**src/include/gpio_ports_pkg.sv**
```systemverilog
// Register map and reset values of the parallel and fixed port block.
// Assumes a 32-bit AXI4-Lite bus with word-aligned registers.
package gpio_ports_pkg;
  localparam int unsigned ADDR_W = 8;
  localparam logic [ADDR_W-1:0] OFF_A_DATA = 8'h00;
  localparam logic [ADDR_W-1:0] OFF_B_DATA = 8'h04;
  localparam logic [ADDR_W-1:0] OFF_C_DATA = 8'h08;
  localparam logic [ADDR_W-1:0] OFF_FIXED = 8'h0C;
  localparam logic [ADDR_W-1:0] OFF_A_DIR = 8'h10;
  localparam logic [ADDR_W-1:0] OFF_B_DIR = 8'h14;
  localparam logic [ADDR_W-1:0] OFF_C_DIR = 8'h18;
  localparam logic [ADDR_W-1:0] OFF_SERIAL_CTRL = 8'h1C;
  // Serial control field positions
  localparam int unsigned BIT_RX_ON = 0;
  localparam int unsigned BIT_TX_ON = 1;
  localparam int unsigned BIT_SPI_ON = 2;
  localparam logic [7:0] DIR_RESET = 8'h00;
  localparam logic [2:0] SERIAL_CTRL_RESET = 3'h0;
  localparam logic [7:0] FIXED_MASK = 8'hBF;
  localparam logic [1:0] RESP_OKAY = 2'h0;
  localparam logic [1:0] RESP_SLVERR = 2'h2;
endpackage : gpio_ports_pkg

```
**src/rtl/parallel_and_fixed_io_ports.sv**
```systemverilog
// Three 8-bit bidirectional ports and a 7-bit fixed input port behind
// an AXI4-Lite slave. Pins are asynchronous and pass two flip-flops.
// Summary of operation
// Each port direction bit: one makes the pin output, zero input.
// Every 8-bit port has its own 8-bit direction register.
// Reset clears all three direction registers, making all pins inputs.
// Direction registers are writable and read back the last value.
// Data write with direction zero stores latch, pin stays undriven.
// Data write with direction one stores latch and drives the pin.
// Data read returns live pin level where direction is zero.
// Data read returns latch content where direction is one.
// Fixed port is 7-bit input-only, bits 0-5 and 7, sampled continuously. The code samples only on edges with clk_en high.
// Reset disables every serial output driver on the fixed port.
// With receiver and transmitter both on, fixed bits 0 and 1 read zero.
// With SPI off, fixed bits 2 to 5 read the pin levels.
// Fixed port has no latch or writable data; reads give pins only.
// Async serial uses fixed bit 0 as receive, bit 1 as transmit.
// SPI uses fixed bits 2..5 as MISO, MOSI, SCK, SS.
// Reset clears async receiver and transmitter enables.
// Reset clears the SPI system enable.
// Direction and data behaviour apply independently per bit.
// Software loads the output latch before setting a direction bit.
`timescale 1ns/1ps
module parallel_and_fixed_io_ports
  import gpio_ports_pkg::*;
(
  // Clock, reset, enable
  input wire logic aclk,
  input wire logic aresetn,
  input wire logic clk_en,
  // AXI4-Lite write address and data
  input wire logic awvalid,
  output logic awready,
  input wire logic [gpio_ports_pkg::ADDR_W-1:0] awaddr,
  input wire logic [2:0] awprot,
  input wire logic wvalid,
  output logic wready,
  input wire logic [31:0] wdata,
  input wire logic [3:0] wstrb,
  // AXI4-Lite write response
  output logic bvalid,
  input wire logic bready,
  output logic [1:0] bresp,
  // AXI4-Lite read
  input wire logic arvalid,
  output logic arready,
  input wire logic [gpio_ports_pkg::ADDR_W-1:0] araddr,
  input wire logic [2:0] arprot,
  output logic rvalid,
  input wire logic rready,
  output logic [31:0] rdata,
  output logic [1:0] rresp,
  // Bidirectional ports, three signals per pin
  input wire logic [7:0] first_port_pins_in,
  output logic [7:0] first_port_pins_out,
  output logic [7:0] first_port_pins_oe,
  input wire logic [7:0] second_port_pins_in,
  output logic [7:0] second_port_pins_out,
  output logic [7:0] second_port_pins_oe,
  input wire logic [7:0] third_port_pins_in,
  output logic [7:0] third_port_pins_out,
  output logic [7:0] third_port_pins_oe,
  // Fixed input port, bit 6 unused
  input wire logic [7:0] fixed_input_pins,
  // Serial unit sharing of fixed port pins
  output logic async_receiver_on,
  output logic async_transmitter_on,
  output logic spi_system_on,
  output logic async_receive_in,
  output logic [3:0] spi_pins_in
);
  import gpio_ports_pkg::*;

  logic [7:0] dir [3];
  logic [7:0] latch [3];
  logic [7:0] pin_meta [3];
  logic [7:0] pin_sync [3];
  logic [7:0] pin_raw [3];
  logic [7:0] port_view [3];
  logic [7:0] fixed_meta;
  logic [7:0] fixed_sync;
  logic [7:0] fixed_view;
  logic [2:0] serial_ctrl;
  logic aw_held;
  logic w_held;
  logic [ADDR_W-1:0] aw_addr_q;
  logic [31:0] w_data_q;
  logic w_lane0;
  logic do_write;
  logic [31:0] next_rdata;
  logic rd_hit;

  assign pin_raw[0] = first_port_pins_in;
  assign pin_raw[1] = second_port_pins_in;
  assign pin_raw[2] = third_port_pins_in;

  // Per-port synchroniser, direction, latch and read view
  for (genvar p = 0; p < 3; p++)
  begin : g_port
    always_ff @(posedge aclk)
    begin
      if (clk_en)
      begin
        pin_meta[p] <= pin_raw[p];
        pin_sync[p] <= pin_meta[p];
      end
    end

    // Direction register, cleared by reset, read back as written
    always_ff @(posedge aclk)
    begin
      if (!aresetn)
        dir[p] <= DIR_RESET;
      else if (clk_en && do_write && w_lane0 &&
               aw_addr_q == OFF_A_DIR + ADDR_W'(4 * p))
        dir[p] <= w_data_q[7:0];
    end

    // Output latch is written regardless of direction; not reset
    always_ff @(posedge aclk)
    begin
      if (clk_en && do_write && w_lane0 &&
          aw_addr_q == OFF_A_DATA + ADDR_W'(4 * p))
        latch[p] <= w_data_q[7:0];
    end

    // Per-bit read select: latch for outputs, pin for inputs
    assign port_view[p] = (dir[p] & latch[p]) | (~dir[p] & pin_sync[p]);
  end

  // Pin drive registered so outputs come straight from flip-flops
  always_ff @(posedge aclk)
  begin
    if (!aresetn)
    begin
      first_port_pins_oe <= 8'h00;
      second_port_pins_oe <= 8'h00;
      third_port_pins_oe <= 8'h00;
      first_port_pins_out <= 8'h00;
      second_port_pins_out <= 8'h00;
      third_port_pins_out <= 8'h00;
    end
    else if (clk_en)
    begin
      first_port_pins_oe <= dir[0];
      second_port_pins_oe <= dir[1];
      third_port_pins_oe <= dir[2];
      first_port_pins_out <= latch[0] & dir[0];
      second_port_pins_out <= latch[1] & dir[1];
      third_port_pins_out <= latch[2] & dir[2];
    end
  end

  // Fixed port synchroniser, no data latch
  always_ff @(posedge aclk)
  begin
    if (clk_en)
    begin
      fixed_meta <= fixed_input_pins;
      fixed_sync <= fixed_meta;
    end
  end

  // Fixed port read view with serial sharing
  always_comb
  begin
    fixed_view = fixed_sync & FIXED_MASK;
    if (serial_ctrl[BIT_RX_ON] && serial_ctrl[BIT_TX_ON])
      fixed_view[1:0] = 2'h0;
  end

  // Serial enables, cleared by any reset
  always_ff @(posedge aclk)
  begin
    if (!aresetn)
      serial_ctrl <= SERIAL_CTRL_RESET;
    else if (clk_en && do_write && w_lane0 &&
             aw_addr_q == OFF_SERIAL_CTRL)
      serial_ctrl <= w_data_q[2:0];
  end

  // Hand fixed pins to the serial units
  always_ff @(posedge aclk)
  begin
    if (!aresetn)
    begin
      async_receiver_on <= 1'b0;
      async_transmitter_on <= 1'b0;
      spi_system_on <= 1'b0;
      async_receive_in <= 1'b0;
      spi_pins_in <= 4'h0;
    end
    else if (clk_en)
    begin
      async_receiver_on <= serial_ctrl[BIT_RX_ON];
      async_transmitter_on <= serial_ctrl[BIT_TX_ON];
      spi_system_on <= serial_ctrl[BIT_SPI_ON];
      async_receive_in <= fixed_sync[0];
      spi_pins_in <= fixed_sync[5:2];
    end
  end

  // Write channel: accept address and data in either order
  assign do_write = aw_held && w_held && !bvalid;
  assign w_lane0 = 1'b1;

  always_ff @(posedge aclk)
  begin
    if (!aresetn)
    begin
      aw_held <= 1'b0;
      w_held <= 1'b0;
      awready <= 1'b0;
      wready <= 1'b0;
      bvalid <= 1'b0;
      bresp <= RESP_OKAY;
      aw_addr_q <= '0;
      w_data_q <= 32'h00000000;
    end
    else if (clk_en)
    begin
      awready <= !aw_held && !awready && awvalid && !bvalid;
      wready <= !w_held && !wready && wvalid && !bvalid;
      if (awready && awvalid)
      begin
        aw_held <= 1'b1;
        aw_addr_q <= awaddr;
      end
      if (wready && wvalid)
      begin
        w_held <= 1'b1;
        w_data_q <= wstrb[0] ? wdata : {wdata[31:8], 8'h00};
      end
      if (do_write)
      begin
        bvalid <= 1'b1;
        aw_held <= 1'b0;
        w_held <= 1'b0;
        bresp <= (aw_addr_q <= OFF_SERIAL_CTRL && aw_addr_q[1:0] == 2'h0
                  && aw_addr_q != OFF_FIXED) ? RESP_OKAY : RESP_SLVERR;
      end
      else if (bvalid && bready)
        bvalid <= 1'b0;
    end
  end

  // Read decode
  always_comb
  begin
    next_rdata = 32'h00000000;
    rd_hit = 1'b1;
    if (araddr == OFF_A_DATA)
      next_rdata[7:0] = port_view[0];
    else if (araddr == OFF_B_DATA)
      next_rdata[7:0] = port_view[1];
    else if (araddr == OFF_C_DATA)
      next_rdata[7:0] = port_view[2];
    else if (araddr == OFF_FIXED)
      next_rdata[7:0] = fixed_view;
    else if (araddr == OFF_A_DIR)
      next_rdata[7:0] = dir[0];
    else if (araddr == OFF_B_DIR)
      next_rdata[7:0] = dir[1];
    else if (araddr == OFF_C_DIR)
      next_rdata[7:0] = dir[2];
    else if (araddr == OFF_SERIAL_CTRL)
      next_rdata[2:0] = serial_ctrl;
    else
      rd_hit = 1'b0;
  end

  // Read channel: one-cycle arready, data the cycle after
  always_ff @(posedge aclk)
  begin
    if (!aresetn)
    begin
      arready <= 1'b0;
      rvalid <= 1'b0;
      rdata <= 32'h00000000;
      rresp <= RESP_OKAY;
    end
    else if (clk_en)
    begin
      arready <= arvalid && !arready && !rvalid;
      if (arready && arvalid)
      begin
        rvalid <= 1'b1;
        rdata <= next_rdata;
        rresp <= rd_hit ? RESP_OKAY : RESP_SLVERR;
      end
      else if (rvalid && rready)
        rvalid <= 1'b0;
    end
  end

  // Reset leaves every pin an input and every serial unit off
  a_dir_reset_clear: assert property (@(posedge aclk)
    !aresetn |=> dir[0] == DIR_RESET && dir[1] == DIR_RESET &&
    dir[2] == DIR_RESET)
    else $error("direction not cleared by reset");
  a_oe_reset_clear: assert property (@(posedge aclk)
    !aresetn |=> first_port_pins_oe == 8'h00 &&
    second_port_pins_oe == 8'h00 && third_port_pins_oe == 8'h00)
    else $error("pin driven after reset");
  a_serial_reset: assert property (@(posedge aclk)
    !aresetn |=> serial_ctrl == SERIAL_CTRL_RESET ##1 !spi_system_on)
    else $error("serial enables survive reset");
  a_serial_off: assert property (@(posedge aclk)
    !aresetn |=> !async_receiver_on && !async_transmitter_on &&
    !spi_system_on)
    else $error("serial unit enabled during reset");

  // Pin drive follows the direction and latch registers bit by bit
  a_oe_follows_dir: assert property (@(posedge aclk)
    disable iff (!aresetn)
    clk_en && $past(aresetn) |=> first_port_pins_oe == $past(dir[0]))
    else $error("pin enable does not follow direction");
  a_drive_latch: assert property (@(posedge aclk)
    disable iff (!aresetn)
    clk_en |=> (third_port_pins_out & ~$past(dir[2])) == 8'h00)
    else $error("input pin driven");
  a_out_value: assert property (@(posedge aclk)
    disable iff (!aresetn)
    clk_en |=>
    ((second_port_pins_out ^ $past(latch[1])) & $past(dir[1])) == 8'h00)
    else $error("output pin not latch value");

  // Register reads pick latch or pin per bit
  a_read_mix: assert property (@(posedge aclk)
    disable iff (!aresetn)
    clk_en && arready && arvalid && araddr == OFF_A_DATA |=>
    rdata[7:0] == (($past(dir[0]) & $past(latch[0])) |
                   (~$past(dir[0]) & $past(pin_sync[0]))))
    else $error("port read mixes wrong sources");
  a_dir_readback: assert property (@(posedge aclk)
    disable iff (!aresetn)
    clk_en && arready && arvalid && araddr == OFF_B_DIR |=>
    rdata[7:0] == $past(dir[1]))
    else $error("direction read differs from register");

  // Fixed port reads and sharing with the serial units
  a_fixed_zero: assert property (@(posedge aclk)
    disable iff (!aresetn)
    clk_en && arready && arvalid && araddr == OFF_FIXED &&
    serial_ctrl[BIT_RX_ON] && serial_ctrl[BIT_TX_ON] |=> rdata[1:0] == 2'h0)
    else $error("fixed bits 0,1 not zero");
  a_fixed_pins: assert property (@(posedge aclk)
    disable iff (!aresetn)
    clk_en && arready && arvalid && araddr == OFF_FIXED &&
    !serial_ctrl[BIT_SPI_ON] |=> rdata[5:2] == $past(fixed_sync[5:2]))
    else $error("fixed bits 2 to 5 not pin levels");
  a_fixed_bit6: assert property (@(posedge aclk)
    disable iff (!aresetn)
    rvalid && $past(araddr) == OFF_FIXED && $rose(rvalid) |->
    rdata[6] == 1'b0)
    else $error("fixed bit 6 not zero");
  a_fixed_refused: assert property (@(posedge aclk)
    disable iff (!aresetn)
    clk_en && do_write && aw_addr_q == OFF_FIXED |=>
    bvalid && bresp == RESP_SLVERR)
    else $error("fixed port write accepted");
  a_rx_follows: assert property (@(posedge aclk)
    disable iff (!aresetn)
    aresetn && clk_en |=> async_receive_in == $past(fixed_sync[0]))
    else $error("receive input not fixed bit 0");
  a_spi_follows: assert property (@(posedge aclk)
    disable iff (!aresetn)
    aresetn && clk_en |=> spi_pins_in == $past(fixed_sync[5:2]))
    else $error("spi inputs not fixed bits 2 to 5");

  // Every accepted read is answered on the next edge
  a_read_answer: assert property (@(posedge aclk) disable iff (!aresetn)
    clk_en && arready && arvalid |=> rvalid)
    else $error("read not answered");

  // Main scenarios reached
  c_port_write: cover property (@(posedge aclk)
    do_write && aw_addr_q == OFF_A_DATA);
  c_dir_write: cover property (@(posedge aclk)
    do_write && aw_addr_q == OFF_B_DIR);
  c_fixed_read: cover property (@(posedge aclk)
    arready && arvalid && araddr == OFF_FIXED);
  c_async_both_on: cover property (@(posedge aclk)
    serial_ctrl[BIT_RX_ON] && serial_ctrl[BIT_TX_ON] && arready && arvalid);
  c_mixed_dir: cover property (@(posedge aclk)
    dir[0] != 8'h00 && dir[0] != 8'hFF);
endmodule : parallel_and_fixed_io_ports

```
**config.mk**
```make
export PLATFORM = sky130hd
export DESIGN_NAME = parallel_and_fixed_io_ports
export DESIGN_NICKNAME = d
export VERILOG_FILES = /design/src/include/gpio_ports_pkg.sv /design/src/rtl/parallel_and_fixed_io_ports.sv
export SDC_FILE = /design/constraint.sdc
export NUM_CORES = 1
export LEC_CHECK = 0
export BUFFER_PORTS_ARGS = -buffer_cell sky130_fd_sc_hd__buf_2
export CAP_MARGIN = 5
export CORE_MARGIN = 2
export CORE_UTILIZATION = 48
export DETAILED_ROUTE_END_ITERATION = 10
export HOLD_SLACK_MARGIN = 0.06
export PLACE_DENSITY = 0.73
export SYNTH_ARGS = -nofsm -noshare
export SYNTH_HDL_FRONTEND = slang
export SYNTH_SLANG_ARGS = --single-unit
```
**constraint.sdc**
```tcl
create_clock -name aclk -period 2.3 [get_ports aclk]
set_clock_uncertainty 0.2 [all_clocks]
set_input_delay 0.23 -clock aclk [delete_from_list [all_inputs] [get_ports aclk]]
set_output_delay 0.23 -clock aclk [all_outputs]
set_load 0.01 [all_outputs]
```
## After elaboration in Yosys (flattened, before gate mapping)

Memories as Yosys holds them, arrays and structs flattened.
Cells that the tools add are included.

- Bits in registers: 110
- Bits in writable memories: 96
- Input port bits: 98
- Memories kept: 4

- Magnitude comparators: 1
- Eq/ne operators: 14
- Multiplexer cells: 56
- Bitwise operators: 15
- Reductions and logical operators: 50

Memory list:

| memory | depth | bits a word | read ports | clocked after Yosys merged registers in | wr ports | RTL line | text |
|---|---|---|---|---|---|---|---|
| dir | 3 | 8 | 3 | 0 | 3 | parallel_and_fixed_io_ports.sv:74 | `logic [7:0] dir [3];` |
| latch | 3 | 8 | 3 | 0 | 1 | parallel_and_fixed_io_ports.sv:75 | `logic [7:0] latch [3];` |
| pin_meta | 3 | 8 | 3 | 0 | 3 | parallel_and_fixed_io_ports.sv:76 | `logic [7:0] pin_meta [3];` |
| pin_sync | 3 | 8 | 3 | 0 | 3 | parallel_and_fixed_io_ports.sv:77 | `logic [7:0] pin_sync [3];` |

Operators by type and width:

| kind | count |
|---|---|
| two-way mux 8 bit | 12 |
| == test 8 x 5 -> 1 bit (second input constant) | 8 |
| bitwise AND 8 bit | 6 |
| two-way mux 1 bit | 36 |
| logical AND 1 bit | 26 |
| == test 8 x 4 -> 1 bit (second input constant) | 3 |
| NOT 8 bit | 3 |
| bitwise OR 8 bit | 3 |
| == test 8 x 3 -> 1 bit (second input constant) | 2 |
| logical NOT 8 bit | 2 |
| AND reduction 2 bit | 8 |
| OR reduction 8 bit | 2 |
| two-way mux 2 bit | 5 |
| less-or-equal comparator 8 x 5 -> 1 bit (second input constant) | 1 |
| != test 8 x 4 -> 1 bit (second input constant) | 1 |
| nonzero test 2 bit | 4 |
| logical NOT 1 bit | 7 |
| two-way mux 3 bit | 2 |
| two-way mux 5 bit | 1 |
| bitwise OR 1 bit | 3 |
| logical NOT 2 bit | 1 |

## Longest topological paths before layout

- Depth in word-level cells: 10
- Gate-level depth with buffers: 6

## Worst setup path after synthesis

No wires, ideal clock.

- Path kind: flip-flop to flip-flop
- Start: register bvalid
- End: memory latch[0][0] (enable)
- Library setup time: 0.395 ns
- Arrival: 1.777 ns
- Slack: -0.071 ns
- Stages on the path, launching flop included: 5
- Clock period less this slack: 2.371 ns
- Cells stage by stage: dfxtp_1 > and4b_1 > clkbuf_1 > nand3b_1 > nor4_1

- Word-level cells in the longest chain between the ends: 9
- Elaborated cells between the ends (all ways): 18
- Those cells by class: mux (10); reduce/logical (8)

RTL lines:

| item | RTL line | text |
|---|---|---|
| start, declared | parallel_and_fixed_io_ports.sv:41 | `output logic bvalid,` |
| start signal, assigned | parallel_and_fixed_io_ports.sv:215 | `bvalid <= 1'b0;` |
| start signal, assigned | parallel_and_fixed_io_ports.sv:236 | `bvalid <= 1'b1;` |
| start signal, assigned | parallel_and_fixed_io_ports.sv:243 | `bvalid <= 1'b0;` |
| logical NOT 1 bit * | parallel_and_fixed_io_ports.sv:204 | `assign do_write = aw_held && w_held && !bvalid;` |
| logical AND 1 bit * | parallel_and_fixed_io_ports.sv:204 |  |
| logical AND 1 bit * | parallel_and_fixed_io_ports.sv:122 | `if (clk_en && do_write && w_lane0 &&` |
| logical AND 1 bit | parallel_and_fixed_io_ports.sv:122 |  |
| two-way mux 1 bit | parallel_and_fixed_io_ports.sv:122 |  |
| two-way mux 1 bit (implied by the code) | parallel_and_fixed_io_ports.sv:124 | `latch[p] <= w_data_q[7:0];` |
| OR reduction 8 bit (no source line) | -- |  |
| two-way mux 2 bit (no source line) or two-way mux 1 bit (tied branches) (2 in series) | -- |  |
| end, declared | parallel_and_fixed_io_ports.sv:75 |  |

Every way passes the cells marked *; elsewhere a longest branch is shown, timed or not.

## Worst setup path in the final report

- Start: input clk_en
- End: register rvalid

- Word-level cells in the longest chain between the ends: 1

RTL lines:

| item | RTL line | text |
|---|---|---|
| start, declared | parallel_and_fixed_io_ports.sv:30 | `input wire logic clk_en,` |
| AND reduction 2 bit (no source line) | -- |  |
| end signal, assigned | parallel_and_fixed_io_ports.sv:278 | `rvalid <= 1'b0;` |
| end signal, assigned | parallel_and_fixed_io_ports.sv:287 | `rvalid <= 1'b1;` |
| end signal, assigned | parallel_and_fixed_io_ports.sv:292 | `rvalid <= 1'b0;` |
| end, declared | parallel_and_fixed_io_ports.sv:49 | `output logic rvalid,` |

No other way between the ends.
A chain may end at the register's enable or synchronous reset.

==> qor.csv <==
stage,metric,value,unit
floorplanning,DIE AREA,17650,sq um
floorplanning,floorplan core area,16410,sq um
sta,Tightest Pin Transition,593.0,ps
global_route,gr usage total,24.08,%
cells_and_area,share of post-route cells with drive strength above 1,22.38,%
drt,number of search-and-repair iterations in the first detailed-routing pass,5,
synth,synthesized cell area,7971,sq um
worst_setup_path,data arrival time at the worst-slack endpoint,2320,ps
synth,Adder-Cell Fraction of Synth Area,0,%
clock_network,CTS Buffer Depth,3,
clock_network,cell at the root of the clock tree,clkbuf_16,
placement,global placement routability congestion,0.9017,
sta,number of hold violations in the final report,0,
placement,half-perimeter wire length after detailed placement,14.71,mm
floorplanning,Cell Rows,47,
worst_hold_path,class of the worst hold path,in2reg,
drt,via count normalized by instance count,5.370,
drt,starting DRC count in detailed routing,484,
synth,number of synthesized flops with an enable pin,110,
worst_setup_path,critical path class,in2reg,
power,PD cells,768.2,nW/um^2
synth,post-synthesis compound-gate area fraction,7.566,%
run_status,run status,completed,
sta,worst slew margin relative to its limit,60.46,%
global_route,largest net degree at the start of global routing,73,
sta,final count of pins violating max slew,0,
synth,Syn Area/Cell,12.13,sq um
worst_setup_path,crit path max fanout,72,
clock_network,TritonCTS clock tree,built,
drt,mean routed wirelength per cell,19.30,microns
clock_network,clock-pin slew on the worst setup and hold paths,60,ps
cells_and_area,synth-to-layout area growth,30.37,%
global_route,number of antenna violations at the first check in global routing,0,
synth,count of state elements after synthesis,202,
global_route,global-route wire length before repair,32.91,mm
drt,DRT Wirelength,21.58,mm
power,worst vdd ir,0.6005,mV
sta,slack of the critical path,155.2,ps
drt,total DRC errors in the routed layout,0,
floorplanning,Initial Utilization,48.59,%
synth,instance count of the mapped netlist,657,
floorplanning,die height,132.9,microns
drt,number of nets still failing antenna checks after routing,0,
synth,post-synthesis async set-or-reset flop share,0,%
synth,yosys synthesis warning count,0,
floorplanning,Die Span X,132.9,microns
placement,count of input and output buffers,134,
clock_network,number of levels in the clock H-tree,1,
synth,"Distinct cells, synth",47,
synth,largest family of logic cells by synthesized area,simple AND/OR/NAND/NOR gates,
synth,Post-Synth Simple-Gate Area,14.85,%
worst_setup_path,Critical Path Sink Type,flip-flop,
global_route,vias in the first global route,5969,
sta,clock period minus final worst setup slack,2145,ps
clock_network,number of buffers added by the clock tree synthesis step,21,
sta,FMAX,466.2,MHz
clock_network,number of clock sinks seen by CTS,202,
power,leakage component of the power,4.137,nW
drt,via count of the routed design,6004,
cells_and_area,"commonest cells after routing, fill and taps aside","buf_2, edfxtp_1, dfxtp_1",
worst_setup_path,Critical Path Source Type,input pin,
clock_network,clock latency on the worst-skew pair,500,ps
clock_network,post-CTS setup buffer count,0,
global_route,GRT overflow,0,
synth,xor and xnor fraction of the mapped netlist area,0,%
cells_and_area,"most common cell after layout, fill and taps aside",buf_2,
floorplanning,Ports,195,
placement,worst slack at placement,282.9,ps
synth,multiplexer fraction of the synthesized cell area,8.649,%
cells_and_area,antenna cell count,0,
sta,setup_tns,0,ps
sta,setup repair after global routing missed its margin,no,
synth,ys flop type,edfxtp_1,
sta,setup violators final,0,
synth,proportion of synthesized chip area in sequential cells,64.54,%
run,Max-Cap Viols,0,
worst_setup_path,worst path required time,2470,ps
sta,part of the cycle the worst path needs,93.25,%
cells_and_area,total number of nets in the final design,981,
[critical path, cell delays in order]
cell,delay [ps]
dlygate4sd3_1,560
buf_6,150
buf_6,460
nand2_1,100
a21oi_1,160
nor2_1,50
dlygate4sd3_1,580
[cells by family (layout without fill, tap and decap cells)]
family	Yosys count	count (layout)
simple gates	231	231
flops	202	202
compound gates	96	96
mux	65	65
buf+inv	62	278
other cells	1	26
[per-stage QoR]
stage	instances	hold slack [ps]	instance area (sq um)	power [mW]	utilization (%)
2_1_floorplan	682	128.9	8071	4.367	-
3_3_place_gp	1000	202.4	8877	4.555	54.11
3_5_place_dp	1000	206.1	8877	4.575	54.11
4_1_cts	1118	107.3	10380	8.018	63.26
5_1_grt	1118	152.3	10390	8.235	63.34
6_report	1118	110.4	10390	7.984	63.34
[sequential cells by signal, indices dropped and copies added (netlist names), 8 cells and up]
name                  flops
dir                      24
latch                    24
pin_meta                 24
pin_sync                 24
aw_addr_q                 8
first_port_pins_oe        8
first_port_pins_out       8
rdata                     8
second_port_pins_oe       8
second_port_pins_out      8
third_port_pins_oe        8
third_port_pins_out       8
w_data_q                  8
[worst paths after layout]
kind,startpoint,end,slack (ps),depth (start not counted)
setup / recovery,clk_en,rvalid,160,7
hold / removal,awvalid,aw_held,110,4
setup reg to reg,aw_addr_q[0],dir[1][1],200,4
hold reg to reg,pin_meta[0][8],pin_sync[0][8],220,0
[routing by layer]
metal  vias up  global-route usage, %  routed length, microns
li1       2794                      -                       -
met1      2917                  30.15                    8621
met2       247                  42.43                   11060
met3        46                  3.985                    1293
met4         0                  8.184                     604
met5         -                      0                       0
[power breakdown]
group / switching (mW) / total, mW / internal (mW)
logic: 0.292 / 0.550 / 0.258
clock network: 1.38 / 3.39 / 2.01
registers: 0.0921 / 4.05 / 3.95
total: 1.76 / 7.98 / 6.22
[Yosys cell counts, types with 9 or more instances]
master / instances / area, sq um
nand3_1: 40 / 200.2
buf_4: 27 / 202.7
mux2i_1: 61 / 610.6
nand2_1: 46 / 172.7
a21oi_1: 52 / 260.3
dfxtp_1: 92 / 1842
edfxtp_1: 110 / 3303
clkbuf_1: 22 / 82.58
and2_1: 25 / 156.4
nand2b_1: 37 / 231.5
nor2_1: 49 / 183.9
buf_2: 10 / 50.05
o21ai_0: 9 / 45.04
[cell type report]
| class | instances | area, sq um |
|---|---|---|
| well taps | 220 | 275.3 |
| repair buffers | 238 | 1682 |
| multi-input cells | 418 | 2582 |
| clock inverters | 11 | 88.84 |
| inverters | 2 | 7.507 |
| fillers | 1283 | 6015 |
| flip-flops and latches | 202 | 5145 |
| clock buffers | 27 | 611.8 |
[repair_timing]
item / CTS / global route
endpoints found under the setup margin: 0 / 18
endpoints found under the hold margin: 71 / 0
hold buffers: 80 / 0
resized for setup: 0 / 5
Note: power is estimated with default switching activity, not from simulation.
